**config.mk**
```make
export PLATFORM = sky130hd
export DESIGN_NAME = sta_top
export DESIGN_NICKNAME = d
export VERILOG_FILES = /design/src/sta_pkg.sv /design/src/sta_sig_rom.sv /design/src/sta_prbs.sv /design/src/sta_top.sv
export SDC_FILE = /design/constraint.sdc
export NUM_CORES = 1
export LEC_CHECK = 0
export BUFFER_PORTS_ARGS = -buffer_cell sky130_fd_sc_hd__buf_2
export CORE_MARGIN = 3
export CORE_UTILIZATION = 55
export DETAILED_ROUTE_END_ITERATION = 6
export PLACE_DENSITY = 0.81
export SLEW_MARGIN = 20
export SYNTH_ARGS = -nofsm -noshare
export SYNTH_HDL_FRONTEND = slang
export SYNTH_SLANG_ARGS = --single-unit
```
**constraint.sdc**
```tcl
create_clock -name clk -period 3 [get_ports clk]
set_input_delay 0.6 -clock clk [delete_from_list [all_inputs] [get_ports clk]]
set_output_delay 0.6 -clock clk [all_outputs]
set_load 0.01 [all_outputs]
```
**src/sta_pkg.sv**
```systemverilog
// Shared constants for the self test and probe routing block.
package sta_pkg;
	// Register byte offsets on the Wishbone bus.
	localparam logic [7:0] OFS_SELF_TEST  = 8'h00;
	localparam logic [7:0] OFS_TEST_SEL1  = 8'h04;
	localparam logic [7:0] OFS_TEST_SEL2  = 8'h08;
	localparam logic [7:0] OFS_PROBE_ROUT = 8'h0C;
	localparam logic [7:0] OFS_DAC_ONE    = 8'h10;
	localparam logic [7:0] OFS_DAC_TWO    = 8'h14;
	localparam logic [7:0] OFS_COMMAND    = 8'h18;
	localparam logic [7:0] OFS_STATUS     = 8'h1C;

	// Reset values.
	localparam logic [7:0] RST_BYTE = 8'h00;
	localparam logic [5:0] RST_DAC  = 6'h00;

	// Field positions.
	localparam int SUBADDR_MSB = 4;
	localparam int PRBS_LSB    = 5;
	localparam int PRBS_MSB    = 6;
	localparam int BITSEL_MSB  = 2;
	localparam int DAC_MSB     = 5;
	localparam int CMD_MSB     = 3;

	// Self test enable value and last signature index.
	localparam logic [7:0] SELF_TEST_ON  = 8'h09;
	localparam logic [6:0] SIG_LAST      = 7'h3F;

	// Command codes written to the command register.
	localparam logic [3:0] CMD_IDLE      = 4'h0;
	localparam logic [3:0] CMD_CHECKSUM  = 4'h3;
	localparam logic [3:0] CMD_TRANSMIT  = 4'h4;
	localparam logic [3:0] CMD_SOFT_RST  = 4'hF;

	// Probe bus subaddresses.
	localparam logic [4:0] BUS_RECEIVER  = 5'h07;
	localparam logic [4:0] BUS_OSC       = 5'h0D;

	// Pseudo-random pattern selections.
	localparam logic [1:0] PRBS_OFF = 2'h0;
	localparam logic [1:0] PRBS_9   = 2'h1;
	localparam logic [1:0] PRBS_15  = 2'h2;

	// Probe pin source codes.
	localparam logic [3:0] SRC_TRISTATE  = 4'h0;
	localparam logic [3:0] SRC_DAC_REG   = 4'h1;
	localparam logic [3:0] SRC_CORR      = 4'h2;
	localparam logic [3:0] SRC_THRESH    = 4'h4;
	localparam logic [3:0] SRC_ADC_I     = 4'h5;
	localparam logic [3:0] SRC_ADC_Q     = 4'h6;
	localparam logic [3:0] SRC_HIGH      = 4'hA;
	localparam logic [3:0] SRC_LOW       = 4'hB;
	localparam logic [3:0] SRC_TX_BUSY   = 4'hC;
	localparam logic [3:0] SRC_RX_BUSY   = 4'hD;
	localparam logic [3:0] SRC_SUBCARR   = 4'hE;
	localparam logic [3:0] SRC_BUS_BIT   = 4'hF;

	// Self test sequencer states.
	typedef enum logic [0:0] {
		ST_IDLE = 1'b0,
		ST_RUN  = 1'b1
	} sta_st_e;
endpackage

```
**src/sta_sig_rom.sv**
```systemverilog
// Signature table for the self test, one byte per entry, registered read.
`timescale 1ns/1ps
`default_nettype none
module sta_sig_rom #(
	parameter bit SILICON_V2 = 1'b1        // Selects the second silicon signature.
) (
	input  wire logic       clk,           // System clock.
	input  wire logic       rst_b,         // Asynchronous reset, active low.
	input  wire logic [5:0] addr,          // Byte index into the signature.
	output logic      [7:0] q              // Registered table byte.
);
	typedef struct packed {
		logic [7:0] q;
	} sta_rom_s;

	localparam logic [511:0] SIG_A = {
		128'h00C637D532B7575CC2D87C4DD970C773,
		128'h10E6D2AA5EA13E5A14AF3061C970DB2E,
		128'h642272B5BD65F4EC22BCD37235CDAA41,
		128'h1FA7F35314DE7E02D90FB55E251D2979};
	localparam logic [511:0] SIG_B = {
		128'h00EB66BA57BF2395D0E30D3D27895CDE,
		128'h9D3BA700215B8982513AEB020CA50049,
		128'h7C844DB3CCD21B815D4876D5716121A9,
		128'h86968338CF9D5B6DDC15BA3E7D953B2F};

	sta_rom_s st_reg;
	sta_rom_s st_next;

	// Table lookup; the version is fixed at build time, so only one table is kept.
	always_comb begin
		st_next.q = SILICON_V2 ? SIG_B[8 * (6'h3F - addr) +: 8] : SIG_A[8 * (6'h3F - addr) +: 8];
	end

	// Read data register.
	always_ff @(posedge clk or negedge rst_b) begin
		if (!rst_b) begin
			st_reg <= '0;
		end else begin
			st_reg <= st_next;
		end
	end

	assign q = st_reg.q;
endmodule
`default_nettype wire

```
**src/sta_prbs.sv**
```systemverilog
// Pseudo-random bit source for test transmissions.
`timescale 1ns/1ps
`default_nettype none
module sta_prbs (
	input  wire logic       clk,           // System clock.
	input  wire logic       rst_b,         // Asynchronous reset, active low.
	input  wire logic       start,         // One-cycle start pulse.
	input  wire logic       stop,          // One-cycle stop pulse.
	input  wire logic [1:0] mode,          // Pattern choice at start.
	input  wire logic       bit_en,        // One-cycle enable per transmitted bit.
	output logic            bit_q,         // Current pattern bit.
	output logic            valid_q,       // Pulse with each new bit.
	output logic            run_q,         // Pattern transmission active.
	output logic      [1:0] mode_q         // Latched pattern choice for the framer.
);
	typedef struct packed {
		logic [14:0] lfsr;
		logic        run;
		logic [1:0]  mode;
		logic        bit_v;
		logic        valid;
	} sta_prbs_s;

	sta_prbs_s st_reg;
	sta_prbs_s st_next;
	logic      fb;

	// Shift on each bit enable; taps at 9/5 or 15/14, seeded with ones.
	always_comb begin
		st_next = st_reg;
		st_next.valid = 1'b0;
		fb = (st_reg.mode == sta_pkg::PRBS_9) ? (st_reg.lfsr[8] ^ st_reg.lfsr[4])
		                                      : (st_reg.lfsr[14] ^ st_reg.lfsr[13]);
		if (stop) begin
			st_next.run = 1'b0;
		end else if (start && mode != sta_pkg::PRBS_OFF) begin
			st_next.run = 1'b1;
			st_next.mode = mode;
			st_next.lfsr = '1;
		end else if (st_reg.run && bit_en) begin
			st_next.lfsr = {st_reg.lfsr[13:0], fb};
			st_next.bit_v = fb;
			st_next.valid = 1'b1;
		end
	end

	// State register.
	always_ff @(posedge clk or negedge rst_b) begin
		if (!rst_b) begin
			st_reg <= '0;
		end else begin
			st_reg <= st_next;
		end
	end

	assign bit_q   = st_reg.bit_v;
	assign valid_q = st_reg.valid;
	assign run_q   = st_reg.run;
	assign mode_q  = st_reg.mode;
endmodule
`default_nettype wire

```
**src/sta_top.sv**
```systemverilog
// Self test sequencer, probe bus and probe pin routing with Wishbone registers.
//
// Local design decisions: register access over Wishbone and the address map.
`timescale 1ns/1ps
`default_nettype none
// Summary of operation
// RL1 - Host soft-resets and clears the buffer first.
// RL2 - Host writes 09h to enable self test.
// RL3 - Checksum command in self test mode starts the test.
// RL4 - Self test pushes exactly 64 signature bytes.
// RL5 - Five-bit subaddress picks the bus group.
// RL6 - Subaddress 07h drives receiver signals.
// RL7 - Subaddress 0Dh drives oscillator signals.
// RL8 - Each pin has a four-bit source; 0000 floats it.
// RL9 - Codes 1 to 6 route DAC sources; code 3 floats the pin.
// RL10 - Codes A to F route digital levels.
// RL11 - Upper nibble feeds pin one, lower pin two.
// RL12 - At 106 kBd rx busy excludes start bits.
// RL13 - At 106 kBd tx busy includes start and parity.
// RL14 - At higher rates busy covers data and CRC only.
// RL15 - Test select one picks the bus bit line.
// RL16 - PRBS9 or PRBS15 starts on the transmit command.
// RL17 - Host sets transmission registers before a pattern.
// RL18 - Test DAC codes 00h to 3Fh drive the probe.
// RL19 - Selector writes reach the pins without a command.
module sta_top #(
	parameter bit SILICON_V2 = 1'b1        // Signature table choice.
) (
	input  wire logic        clk,            // System clock, 25 MHz.
	input  wire logic        rst_b,          // Asynchronous reset, active low.
	input  wire logic        wb_cyc_i,       // Wishbone cycle.
	input  wire logic        wb_stb_i,       // Wishbone strobe.
	input  wire logic        wb_we_i,        // Wishbone write enable.
	input  wire logic [7:0]  wb_adr_i,       // Wishbone byte address.
	input  wire logic [3:0]  wb_sel_i,       // Wishbone byte lanes.
	input  wire logic [31:0] wb_dat_i,       // Wishbone write data.
	output logic      [31:0] wb_dat_o,       // Wishbone read data.
	output logic             wb_ack_o,       // Wishbone acknowledge.
	input  wire logic        rx_data_bit,    // Received bit stream.
	input  wire logic        rx_coll,        // Bit collision seen.
	input  wire logic        rx_valid,       // Data and collision valid.
	input  wire logic        rx_stop,        // Stop condition seen.
	input  wire logic        receiver_clear, // Receiver held in reset.
	input  wire logic        osc_stable,     // Oscillator stable output.
	input  wire logic        osc_raw_clock,  // Raw oscillator.
	input  wire logic        rate_106,       // Link runs at 106 kBd.
	input  wire logic        tx_start_ph,    // Tx start bit.
	input  wire logic        tx_data_ph,     // Tx data or CRC.
	input  wire logic        tx_parity_ph,   // Tx parity.
	input  wire logic        rx_start_ph,    // Rx start bit.
	input  wire logic        rx_data_ph,     // Rx data or CRC.
	input  wire logic        rx_parity_ph,   // Rx parity.
	input  wire logic        subcarrier_det, // Subcarrier detected.
	input  wire logic [5:0]  correlator_out, // Correlator level.
	input  wire logic [5:0]  threshold_level,// Minimum level.
	input  wire logic [5:0]  adc_i,          // In-phase ADC sample.
	input  wire logic [5:0]  adc_q,          // Quadrature ADC sample.
	input  wire logic        tx_bit_en,      // One pulse per transmitted bit.
	output logic             fifo_wr_en,     // Push into the data FIFO.
	output logic      [7:0]  fifo_wr_data,   // Byte pushed into the FIFO.
	output logic             prbs_bit,       // Pseudo-random bit to the framer.
	output logic             prbs_valid,     // Pulse with each pattern bit.
	output logic             prbs_active,    // Framer adds framing bits.
	output logic      [1:0]  prbs_mode,      // Pattern in use.
	output logic      [5:0]  probe_bus_d,    // Probe bus, bit 0 is D1.
	output logic      [5:0]  probe_bus_oe,   // Drive enable per bus pin.
	output logic             probe_pin_one,  // Level, pin one.
	output logic             probe_one_oe,   // Drive enable, pin one.
	output logic      [5:0]  probe_one_dac,  // DAC code for pin one.
	output logic             probe_one_den,  // DAC enable, pin one.
	output logic             probe_pin_two,  // Level, pin two.
	output logic             probe_two_oe,   // Drive enable, pin two.
	output logic      [5:0]  probe_two_dac,  // DAC code for pin two.
	output logic             probe_two_den   // DAC enable, pin two.
);
	typedef struct packed {
		logic [7:0]     self_test_control;
		logic [2:0]     probe_bit_line_select;
		logic [7:0]     test_select_two;
		logic [7:0]     probe_route;
		logic [5:0]     test_dac_one;
		logic [5:0]     test_dac_two;
		logic           ack;
		logic [31:0]    rdat;
		sta_pkg::sta_st_e st;
		logic [6:0]     idx;
		logic           v1;
		logic           done;
		logic           fifo_we;
		logic [7:0]     fifo_wd;
		logic           osc_prev;
		logic [1:0]     osc_cnt;
		logic           osc_div_eight;
		logic [5:0]     bus_d;
		logic [5:0]     bus_oe;
		logic           tx_busy_flag;
		logic           rx_busy_flag;
		logic [1:0]     p_out;
		logic [1:0]     p_oe;
		logic [11:0]    p_dac;
		logic [1:0]     p_den;
	} sta_state_s;

	sta_state_s st_reg;
	sta_state_s st_next;

	logic       bus_req;
	logic       wr_go;
	logic       cmd_wr;
	logic [3:0] cmd;
	logic       prbs_start;
	logic       prbs_stop;
	logic       rom_issue;
	logic [7:0] rom_q;
	logic       probe_bus_bit;
	logic [1:0] src_out;
	logic [1:0] src_oe;
	logic [1:0] src_den;
	logic [11:0] src_dac;

	// A request is answered one cycle after it is seen; ack drops the cycle after.
	assign bus_req = wb_cyc_i && wb_stb_i && !st_reg.ack;
	assign wr_go   = bus_req && wb_we_i && wb_sel_i[0];
	assign cmd_wr  = wr_go && (wb_adr_i == sta_pkg::OFS_COMMAND);
	assign cmd     = wb_dat_i[sta_pkg::CMD_MSB:0];
	assign prbs_start = cmd_wr && (cmd == sta_pkg::CMD_TRANSMIT); // [RL16]
	assign prbs_stop  = cmd_wr && (cmd == sta_pkg::CMD_IDLE || cmd == sta_pkg::CMD_SOFT_RST);
	assign rom_issue  = (st_reg.st == sta_pkg::ST_RUN);

	// Selected bus line feeds the probe bus bit; values 1 to 6 pick D1 to D6.
	always_comb begin
		probe_bus_bit = 1'b0;
		if (st_reg.probe_bit_line_select != 3'h0 && st_reg.probe_bit_line_select != 3'h7) begin
			probe_bus_bit = st_reg.bus_d[st_reg.probe_bit_line_select - 3'h1]; // [RL15]
		end
	end

	// Per-pin source decode; the pins differ only in nibble and DAC register.
	genvar gi;
	generate
		for (gi = 0; gi < 2; gi++) begin : g_probe
			logic [3:0] sel;
			logic [5:0] own_dac;
			assign sel     = (gi == 0) ? st_reg.probe_route[7:4] : st_reg.probe_route[3:0]; // [RL11]
			assign own_dac = (gi == 0) ? st_reg.test_dac_one : st_reg.test_dac_two;
			always_comb begin
				src_out[gi] = 1'b0;
				src_oe[gi]  = 1'b0;
				src_den[gi] = 1'b0;
				src_dac[gi*6 +: 6] = 6'h00;
				// Reserved codes float the pin, the safest choice on a shared net.
				unique case (sel)
					sta_pkg::SRC_TRISTATE: src_oe[gi] = 1'b0; // [RL8]
					sta_pkg::SRC_DAC_REG: begin
						src_den[gi] = 1'b1;
						src_dac[gi*6 +: 6] = own_dac; // [RL18]
					end
					sta_pkg::SRC_CORR: begin
						src_den[gi] = 1'b1;
						src_dac[gi*6 +: 6] = correlator_out; // [RL9]
					end
					sta_pkg::SRC_THRESH: begin
						src_den[gi] = 1'b1;
						src_dac[gi*6 +: 6] = threshold_level; // [RL9]
					end
					sta_pkg::SRC_ADC_I: begin
						src_den[gi] = 1'b1;
						src_dac[gi*6 +: 6] = adc_i; // [RL9]
					end
					sta_pkg::SRC_ADC_Q: begin
						src_den[gi] = 1'b1;
						src_dac[gi*6 +: 6] = adc_q; // [RL9]
					end
					sta_pkg::SRC_HIGH: begin
						src_oe[gi]  = 1'b1;
						src_out[gi] = 1'b1; // [RL10]
					end
					sta_pkg::SRC_LOW: src_oe[gi] = 1'b1; // [RL10]
					sta_pkg::SRC_TX_BUSY: begin
						src_oe[gi]  = 1'b1;
						src_out[gi] = st_reg.tx_busy_flag; // [RL10]
					end
					sta_pkg::SRC_RX_BUSY: begin
						src_oe[gi]  = 1'b1;
						src_out[gi] = st_reg.rx_busy_flag; // [RL10]
					end
					sta_pkg::SRC_SUBCARR: begin
						src_oe[gi]  = 1'b1;
						src_out[gi] = subcarrier_det; // [RL10]
					end
					sta_pkg::SRC_BUS_BIT: begin
						src_oe[gi]  = 1'b1;
						src_out[gi] = probe_bus_bit; // [RL10]
					end
					default: src_oe[gi] = 1'b0;
				endcase
			end
		end
	endgenerate

	// Next state of the whole block.
	always_comb begin
		st_next = st_reg;
		st_next.ack = bus_req;
		st_next.fifo_we = 1'b0;

		// Register writes and reads; unmapped offsets ack with zero and store nothing.
		if (wr_go) begin
			unique case (wb_adr_i)
				sta_pkg::OFS_SELF_TEST:  st_next.self_test_control = wb_dat_i[7:0]; // [RL2]
				sta_pkg::OFS_TEST_SEL1:  st_next.probe_bit_line_select = wb_dat_i[sta_pkg::BITSEL_MSB:0];
				sta_pkg::OFS_TEST_SEL2:  st_next.test_select_two = wb_dat_i[7:0]; // [RL19]
				sta_pkg::OFS_PROBE_ROUT: st_next.probe_route = wb_dat_i[7:0]; // [RL19]
				sta_pkg::OFS_DAC_ONE:    st_next.test_dac_one = wb_dat_i[sta_pkg::DAC_MSB:0]; // [RL18]
				sta_pkg::OFS_DAC_TWO:    st_next.test_dac_two = wb_dat_i[sta_pkg::DAC_MSB:0]; // [RL18]
				default: st_next.ack = bus_req;
			endcase
		end
		st_next.rdat = 32'h0000_0000;
		if (bus_req && !wb_we_i) begin
			unique case (wb_adr_i)
				sta_pkg::OFS_SELF_TEST:  st_next.rdat[7:0] = st_reg.self_test_control;
				sta_pkg::OFS_TEST_SEL1:  st_next.rdat[2:0] = st_reg.probe_bit_line_select;
				sta_pkg::OFS_TEST_SEL2:  st_next.rdat[7:0] = st_reg.test_select_two;
				sta_pkg::OFS_PROBE_ROUT: st_next.rdat[7:0] = st_reg.probe_route;
				sta_pkg::OFS_DAC_ONE:    st_next.rdat[5:0] = st_reg.test_dac_one;
				sta_pkg::OFS_DAC_TWO:    st_next.rdat[5:0] = st_reg.test_dac_two;
				sta_pkg::OFS_STATUS:     st_next.rdat[9:0] = {st_reg.done, rom_issue, prbs_active, st_reg.idx};
				default: st_next.rdat = 32'h0000_0000;
			endcase
		end

		// Self test: issue 64 table reads, push each byte two cycles later.
		st_next.v1 = rom_issue;
		if (st_reg.v1) begin
			st_next.fifo_we = 1'b1; // [RL4]
			st_next.fifo_wd = rom_q;
		end
		unique case (st_reg.st)
			sta_pkg::ST_IDLE: begin
				if (cmd_wr && cmd == sta_pkg::CMD_CHECKSUM
				    && st_reg.self_test_control == sta_pkg::SELF_TEST_ON) begin
					st_next.st = sta_pkg::ST_RUN; // [RL3]
					st_next.idx = 7'h00;
					st_next.done = 1'b0;
				end
			end
			sta_pkg::ST_RUN: begin
				if (st_reg.idx == sta_pkg::SIG_LAST) begin
					st_next.st = sta_pkg::ST_IDLE; // [RL4]
				end else begin
					st_next.idx = st_reg.idx + 7'h01;
				end
			end
		endcase
		// Done rises with the final push so status never reports early.
		if (st_reg.v1 && !rom_issue) begin
			st_next.done = 1'b1;
		end

		// Divide the sampled oscillator by eight: toggle every fourth rising edge.
		st_next.osc_prev = osc_raw_clock;
		if (osc_raw_clock && !st_reg.osc_prev) begin
			st_next.osc_cnt = st_reg.osc_cnt + 2'h1;
			if (st_reg.osc_cnt == 2'h3) begin
				st_next.osc_div_eight = !st_reg.osc_div_eight; // [RL7]
			end
		end

		// Busy flags: parity and tx start bits only count at 106 kBd; rx start bits never count.
		st_next.tx_busy_flag = tx_data_ph || (rate_106 && (tx_start_ph || tx_parity_ph)); // [RL13] [RL14]
		st_next.rx_busy_flag = !rx_start_ph && (rx_data_ph || (rate_106 && rx_parity_ph)); // [RL12] [RL14]

		// Probe bus group by subaddress; D1 and unlisted lines stay undriven.
		st_next.bus_d  = 6'h00;
		st_next.bus_oe = 6'h00;
		unique case (st_reg.test_select_two[sta_pkg::SUBADDR_MSB:0]) // [RL5]
			sta_pkg::BUS_RECEIVER: begin
				st_next.bus_d  = {rx_data_bit, rx_coll, rx_valid, rx_stop, receiver_clear, 1'b0}; // [RL6]
				st_next.bus_oe = 6'h3E;
			end
			sta_pkg::BUS_OSC: begin
				st_next.bus_d  = {osc_stable, st_reg.osc_div_eight, 2'b00, osc_raw_clock, 1'b0}; // [RL7]
				st_next.bus_oe = 6'h32;
			end
			default: st_next.bus_oe = 6'h00;
		endcase

		// Probe pins follow the selector decode one cycle later.
		st_next.p_out = src_out; // [RL8]
		st_next.p_oe  = src_oe;
		st_next.p_dac = src_dac;
		st_next.p_den = src_den;

		// Soft reset returns every register and the sequencer to reset values.
		if (cmd_wr && cmd == sta_pkg::CMD_SOFT_RST) begin
			st_next.self_test_control     = sta_pkg::RST_BYTE;
			st_next.probe_bit_line_select = 3'h0;
			st_next.test_select_two       = sta_pkg::RST_BYTE;
			st_next.probe_route           = sta_pkg::RST_BYTE;
			st_next.test_dac_one          = sta_pkg::RST_DAC;
			st_next.test_dac_two          = sta_pkg::RST_DAC;
			st_next.st                    = sta_pkg::ST_IDLE;
			st_next.idx                   = 7'h00;
			st_next.done                  = 1'b0;
		end
	end

	// State register.
	always_ff @(posedge clk or negedge rst_b) begin
		if (!rst_b) begin
			st_reg <= '0;
		end else begin
			st_reg <= st_next;
		end
	end

	// Signature table with registered read.
	sta_sig_rom #(
		.SILICON_V2 (SILICON_V2)
	) u_rom (
		.clk   (clk),
		.rst_b (rst_b),
		.addr  (st_reg.idx[5:0]),
		.q     (rom_q)
	);

	// Pattern source; the framer adds framing bits while prbs_active is high.
	sta_prbs u_prbs (
		.clk     (clk),
		.rst_b   (rst_b),
		.start   (prbs_start),
		.stop    (prbs_stop),
		.mode    (st_reg.test_select_two[sta_pkg::PRBS_MSB:sta_pkg::PRBS_LSB]),
		.bit_en  (tx_bit_en),
		.bit_q   (prbs_bit),
		.valid_q (prbs_valid),
		.run_q   (prbs_active),
		.mode_q  (prbs_mode)
	);

	// Outputs come straight from the state register.
	assign wb_dat_o      = st_reg.rdat;
	assign wb_ack_o      = st_reg.ack;
	assign fifo_wr_en    = st_reg.fifo_we;
	assign fifo_wr_data  = st_reg.fifo_wd;
	assign probe_bus_d   = st_reg.bus_d;
	assign probe_bus_oe  = st_reg.bus_oe;
	assign probe_pin_one = st_reg.p_out[0];
	assign probe_one_oe  = st_reg.p_oe[0];
	assign probe_one_dac = st_reg.p_dac[5:0];
	assign probe_one_den = st_reg.p_den[0];
	assign probe_pin_two = st_reg.p_out[1];
	assign probe_two_oe  = st_reg.p_oe[1];
	assign probe_two_dac = st_reg.p_dac[11:6];
	assign probe_two_den = st_reg.p_den[1];
endmodule
`default_nettype wire

```
== Word-level counts from Yosys, hierarchy flattened ==
Cells that the tools add are included.

* Equality and inequality tests: 42
* Div/mod/pow operators: 0
* Shift-type cells: 1
* Order comparisons: 1
* $add $sub $neg: 4
* Multiply operators: 0
* Reduce and logical (&&, ||, !) cells: 59
* Mux-type cells: 44
* Bitwise gates (word level): 5

{| class="wikitable"
|+ Operators by type and width
! cell !! count
|-
| $shiftx A512 B33 Y8 const A || 1
|-
| $pmux W6 S5 || 2
|-
| $eq A4 B4 Y1 const B || 13
|-
| $mux W40 || 1
|-
| $mux W8 || 5
|-
| $mux W39 || 1
|-
| $eq A8 B5 Y1 const B || 4
|-
| $mux W15 || 2
|-
| $eq A4 B3 Y1 const B || 7
|-
| $eq A8 B4 Y1 const B || 3
|-
| $pmux W6 S2 || 2
|-
| $reduce_and A2 Y1 || 11
|-
| $pmux W3 S7 || 1
|-
| $reduce_bool A2 Y1 || 10
|-
| $logic_and A1 B1 Y1 || 19
|-
| $pmux W3 S6 || 1
|-
| $mux W1 || 16
|-
| $pmux W8 S2 || 1
|-
| $eq A4 B2 Y1 const B || 3
|-
| $mux W6 || 2
|-
| $reduce_or A6 Y1 || 2
|-
| $mux W10 || 1
|-
| $pmux W1 S5 || 2
|-
| $reduce_or A5 Y1 || 2
|-
| other kinds (29) || 44
|}

* Memory bits (read-only): 0
* Memories: 0
* Logic and storage cells: 187
* Latch bits: 0
* Register bits after elaboration: 155
* Input bits: 89
* Bits in writable memories: 0
* Output and inout port bits: 77

== Longest topological paths before layout ==
* Word-level depth: 11
* Gate-level depth with buffers: 9
* Depth with buffers taken out: 7

== Hierarchy ==
A second synthesis with hierarchy kept.

* Cell total of the unflattened synthesis: 732
* Area total of the unflattened synthesis: 7,537.2 um2

{| class="wikitable"
|+ Modules (own cells, without submodules)
! module !! instances !! area each (um2) !! cells an instance !! sequential area each (um2)
|-
| sta_top || 1 || 5,461.5 || 520 || 2,502.4
|-
| sta_sig_rom || 1 || 1,236.2 || 152 || 200.2
|-
| sta_prbs || 1 || 839.6 || 60 || 500.5
|}

== Least setup slack after synthesis ==
Ideal clock, no wire load.

* Kind: register -> register
* Start point: reg st_reg[48] (netlist name)
* End point: reg u_rom.st_reg, in the netlist u_rom.q[6]
* Arrival time: 2,200 ps
* Buffers on the path: 2
* Cell stages (with the launch flop): 9
* Period minus slack after synthesis: 2,338 ps
* Setup slack: 662 ps
* Cells stage by stage: dfrtp_1 clkbuf_1 inv_1 ha_1 clkbuf_1 nor2b_1 nor3b_1 a21oi_1 mux4_2

{| class="wikitable"
|+ RTL lines
! element !! line !! source
|-
| start: declaration || sta_top.sv:104 || <nowiki>sta_state_s st_reg;</nowiki>
|-
| start signal: assignment || sta_top.sv:314 || <nowiki>st_reg <= st_next;</nowiki>
|-
| end signal: assignment || sta_sig_rom.sv:40 || <nowiki>st_reg <= st_next;</nowiki>
|-
| end: declaration || sta_sig_rom.sv:27 || <nowiki>sta_rom_s st_reg;</nowiki>
|}

== Final worst setup path ==
* Start point: reg st_reg, in the netlist rom_issue
* End point: reg st_reg[47] (netlist name)

* Longest elaborated chain between the ends: 3

{| class="wikitable"
|+ RTL lines
! element
|-
| $not A1 Y1
|-
| $pmux W8 S2 / $ne A3 B3 Y1 (equally long branches)
|-
| $mux W8 / $reduce_and A2 Y1 (equally long branches)
|}

Parallel ways exist; a longest one is shown, timed or not.
A chain may end at the register's enable or synchronous reset.

==> results.py <==
metrics = {
    "power": {
        "switching_power_w": 0.00198,
        "netSwitchingFraction": 0.320,
        "p_per_area_nw_per_um2": 731,
        "total_power_w": 0.00620,
        "intPower_w": 0.00422,
        "p_leak_nw": 4.08,
        "seqPwrFrac": 0.337,
        "p_comb_frac": 0.322,
        "peakVddDrop_v": 0.000509,
        "clock_power_share": 0.342,
    },
    "routing": {
        "wl_per_cell_um": 17.4,
        "top_layer": "met4",
        "drcViolationCount": 0,
        "routed-wl-met2_um": 8280,
        "dr_wl_met3_um": 1430,
        "firstDrtPassIters": 5,
        "antenna_left": 0,
        "vias": 6023,
        "met1_length_um": 7520,
        "drt-initial-drc-count": 643,
        "viasPerCell": 5.96,
        "wirelength_um": 17600,
    },
    "logic_synthesis": {
        "synth_edf_count": 0,
        "async_flop_share": 1.00,
        "ys_types": 66,
        "yosysWarnings": 0,
        "ys_ff_latch": 128,
        "synth_largest_area_cell": "dfrtp_1",
        "yosysTopAreaCellShare": 0.425,
        "synth_area_leaders": "dfrtp_1 (42%), buf_4 (6.7%), mux2i_1 (6.5%)",
        "yosysSeqAreaShare": 0.425,
        "synth_ff_type": "dfrtp_1",
        "synth_area_per_cell_um2": 9.78,
        "synthesis.area_um2": 7540,
        "syn_inst": 771,
    },
    "final_layout": {
        "final_common_cell": "dfrtp_1",
        "fillCellCount": 1086,
        "most-common-layout-cells": "dfrtp_1 (128), buf_2 (113), nand2_1 (76)",
        "layout-drive-gt1-share": 0.255,
        "largest_reg_flops": 34,
        "fin_nets": 929,
        "seq_area_um2": 3200,
        "syn_to_final_growth_pct": 12.5,
        "multi_input_area_um2": 3640,
        "diodes": 0,
    },
    "timing": {
        "clock.fmax_mhz": 418,
        "slew_headroom": 0.403,
        "grt_setup_unrepaired": "no",
        "hold_violations": 0,
        "period_share": 0.798,
        "timing.final.max_slew_violations": 0,
        "fin_skew_ns": 0.00701,
        "tightest_slew_ns": 0.894,
        "setup_viol": 0,
        "finalSetupTns_ns": 0,
        "fin_crit_ns": 2.39,
    },
    "cts": {
        "cts_max_path_buffers": 2,
        "cts-root-buf": "clkbuf_16",
        "clk_latency_ns": 0.41,
        "cts_hold_buf": 0,
        "cts_tree": "built",
        "htreeDepth": 4,
        "post_cts.repair.setup_buffers": 0,
        "numCtsBuffers": 17,
        "clock_sinks": 128,
        "post_cts_resized": 0,
        "path_clk_slew_ns": 0.06,
    },
    "critical_path": {
        "endpoint": "st_reg[47]",
        "r2r_cells": 5,
        "start_kind": "flop",
        "crit_fanout": 12,
        "end_kind": "flop",
        "timing.rr.start": "rom_issue",
        "r2r_end": "st_reg[47]",
        "crit_start": "rom_issue",
        "cp.required_ns": 3.29,
        "rrSetupSlack_ns": 0.61,
        "cp.arrival_ns": 2.69,
        "critical_path_class": "flop to flop",
    },
    "die": {
        "fp-row-count": 42,
        "die_w_um": 123,
        "die_area_um2": 15100,
        "core_area_um2": 13300,
        "pin_count": 166,
        "start_util": 0.565,
        "die_height_um": 123,
    },
    "placement": {
        "io_buffers": 114,
        "gp_congestion": 0.897,
        "hpwl_um": 12100,
    },
    "global_routing": {
        "grt_max_degree": 68,
        "track_usage": 0.235,
        "grt_pass1_vias": 5667,
        "grt_overflow": 0,
        "grt_pass1_wl_um": 27900,
        "antenna_found_initial": 0,
    },
    "min_path": {
        "min_path_type": "primary input to async pin",
    },
    "outcome": {
        "status": "complete, no violations",
    },
    "job": {
        "drv_cap": 0,
    },
}
==> cells by family (layout without fill, tap and decap cells) <==
group,count (synthesis),in the layout,share of synthesized area
and+or+nand+nor,238,238,0.165
AOI/OAI and AO/OA,157,157,0.136
buffers and inverters,137,178,0.104
DFF,128,128,0.425
muxes,88,88,0.136
adders and majority gates,16,16,0.0266
xor gates and xnor gates,6,6,0.00697
other,1,24,0.000498
==> how the worst min path moves through the flow <==
| stage | start | end | slack (ns) | cells after the start |
|---|---|---|---|---|
| 2_1_floorplan | rst_b | fifo_wr_data[0] | 0.30 | 0 |
| 3_3_place_gp | u_rom.q[3] | fifo_wr_data[3] | 0.46 | 1 |
| 3_5_place_dp | u_rom.q[5] | fifo_wr_data[5] | 0.46 | 1 |
| 4_1_cts | rst_b | u_prbs.st_reg[12] | 0.12 | 1 |
| 5_1_grt | rst_b | u_prbs.st_reg[12] | 0.13 | 1 |
| 6_report | rst_b | u_prbs.st_reg[12] | 0.12 | 1 |
==> power groups by stage <==
stage	clock, W	combinational [W]	sequential (W)
after detailed placement	0	0.00196	0.00212
after CTS	0.00215	0.00197	0.00209
after global routing	0.00223	0.00221	0.00212
after floorplan	0	0.00159	0.00205
after global placement	0	0.00192	0.00211
final	0.00212	0.00199	0.00209
==> layer usage <==
layer / track usage / vias up
li1: - / 2757
met1: 0.334 / 2929
met5: 0 / -
met4: 0.0789 / 0
met3: 0.0540 / 30
met2: 0.359 / 307
==> cell type report <==
| type | instances | area share |
|---|---|---|
| multi-input cells | 529 | 0.430 |
| flip-flops and latches | 128 | 0.378 |
| repair buffers | 133 | 0.0874 |
| clock buffers | 25 | 0.0608 |
| well taps | 176 | 0.0260 |
| clock inverters | 5 | 0.0118 |
| inverters | 15 | 0.00664 |
==> worst max-delay path: stages, from the launching register on <==
cell and delay, ns:
dfrtp_1 0.51, nor4_1 0.49, nand4b_1 0.32, o21ai_1 0.64, mux2_2 0.28, nor2_1 0.04
==> Yosys cell counts (7+ instances only) <==
cell,n
a211oi_1,8
a21oi_1,37
a22o_1,7
a22oi_1,21
buf_2,12
buf_4,67
clkbuf_1,39
dfrtp_1,128
ha_1,16
inv_1,15
mux2_2,29
mux2i_1,49
mux4_2,8
nand2_1,76
nand3_1,19
nor2_1,63
nor2b_1,16
nor3_1,11
nor3b_1,7
o211ai_1,8
o21ai_0,35
o22a_1,7
==> per-stage QoR <==
step,cell area (um^2),setup WS (ns),instances,hold WS (ns),util
after floorplan,7620,0.662,794,0.304,-
after global placement,7860,0.367,981,0.456,0.589
after detailed placement,7860,0.336,981,0.465,0.589
after CTS,8480,0.707,1011,0.118,0.635
after global routing,8480,0.520,1011,0.134,0.635
final,8480,0.607,1011,0.123,0.635
No activity file was read; power rests on OpenSTA's default activity.
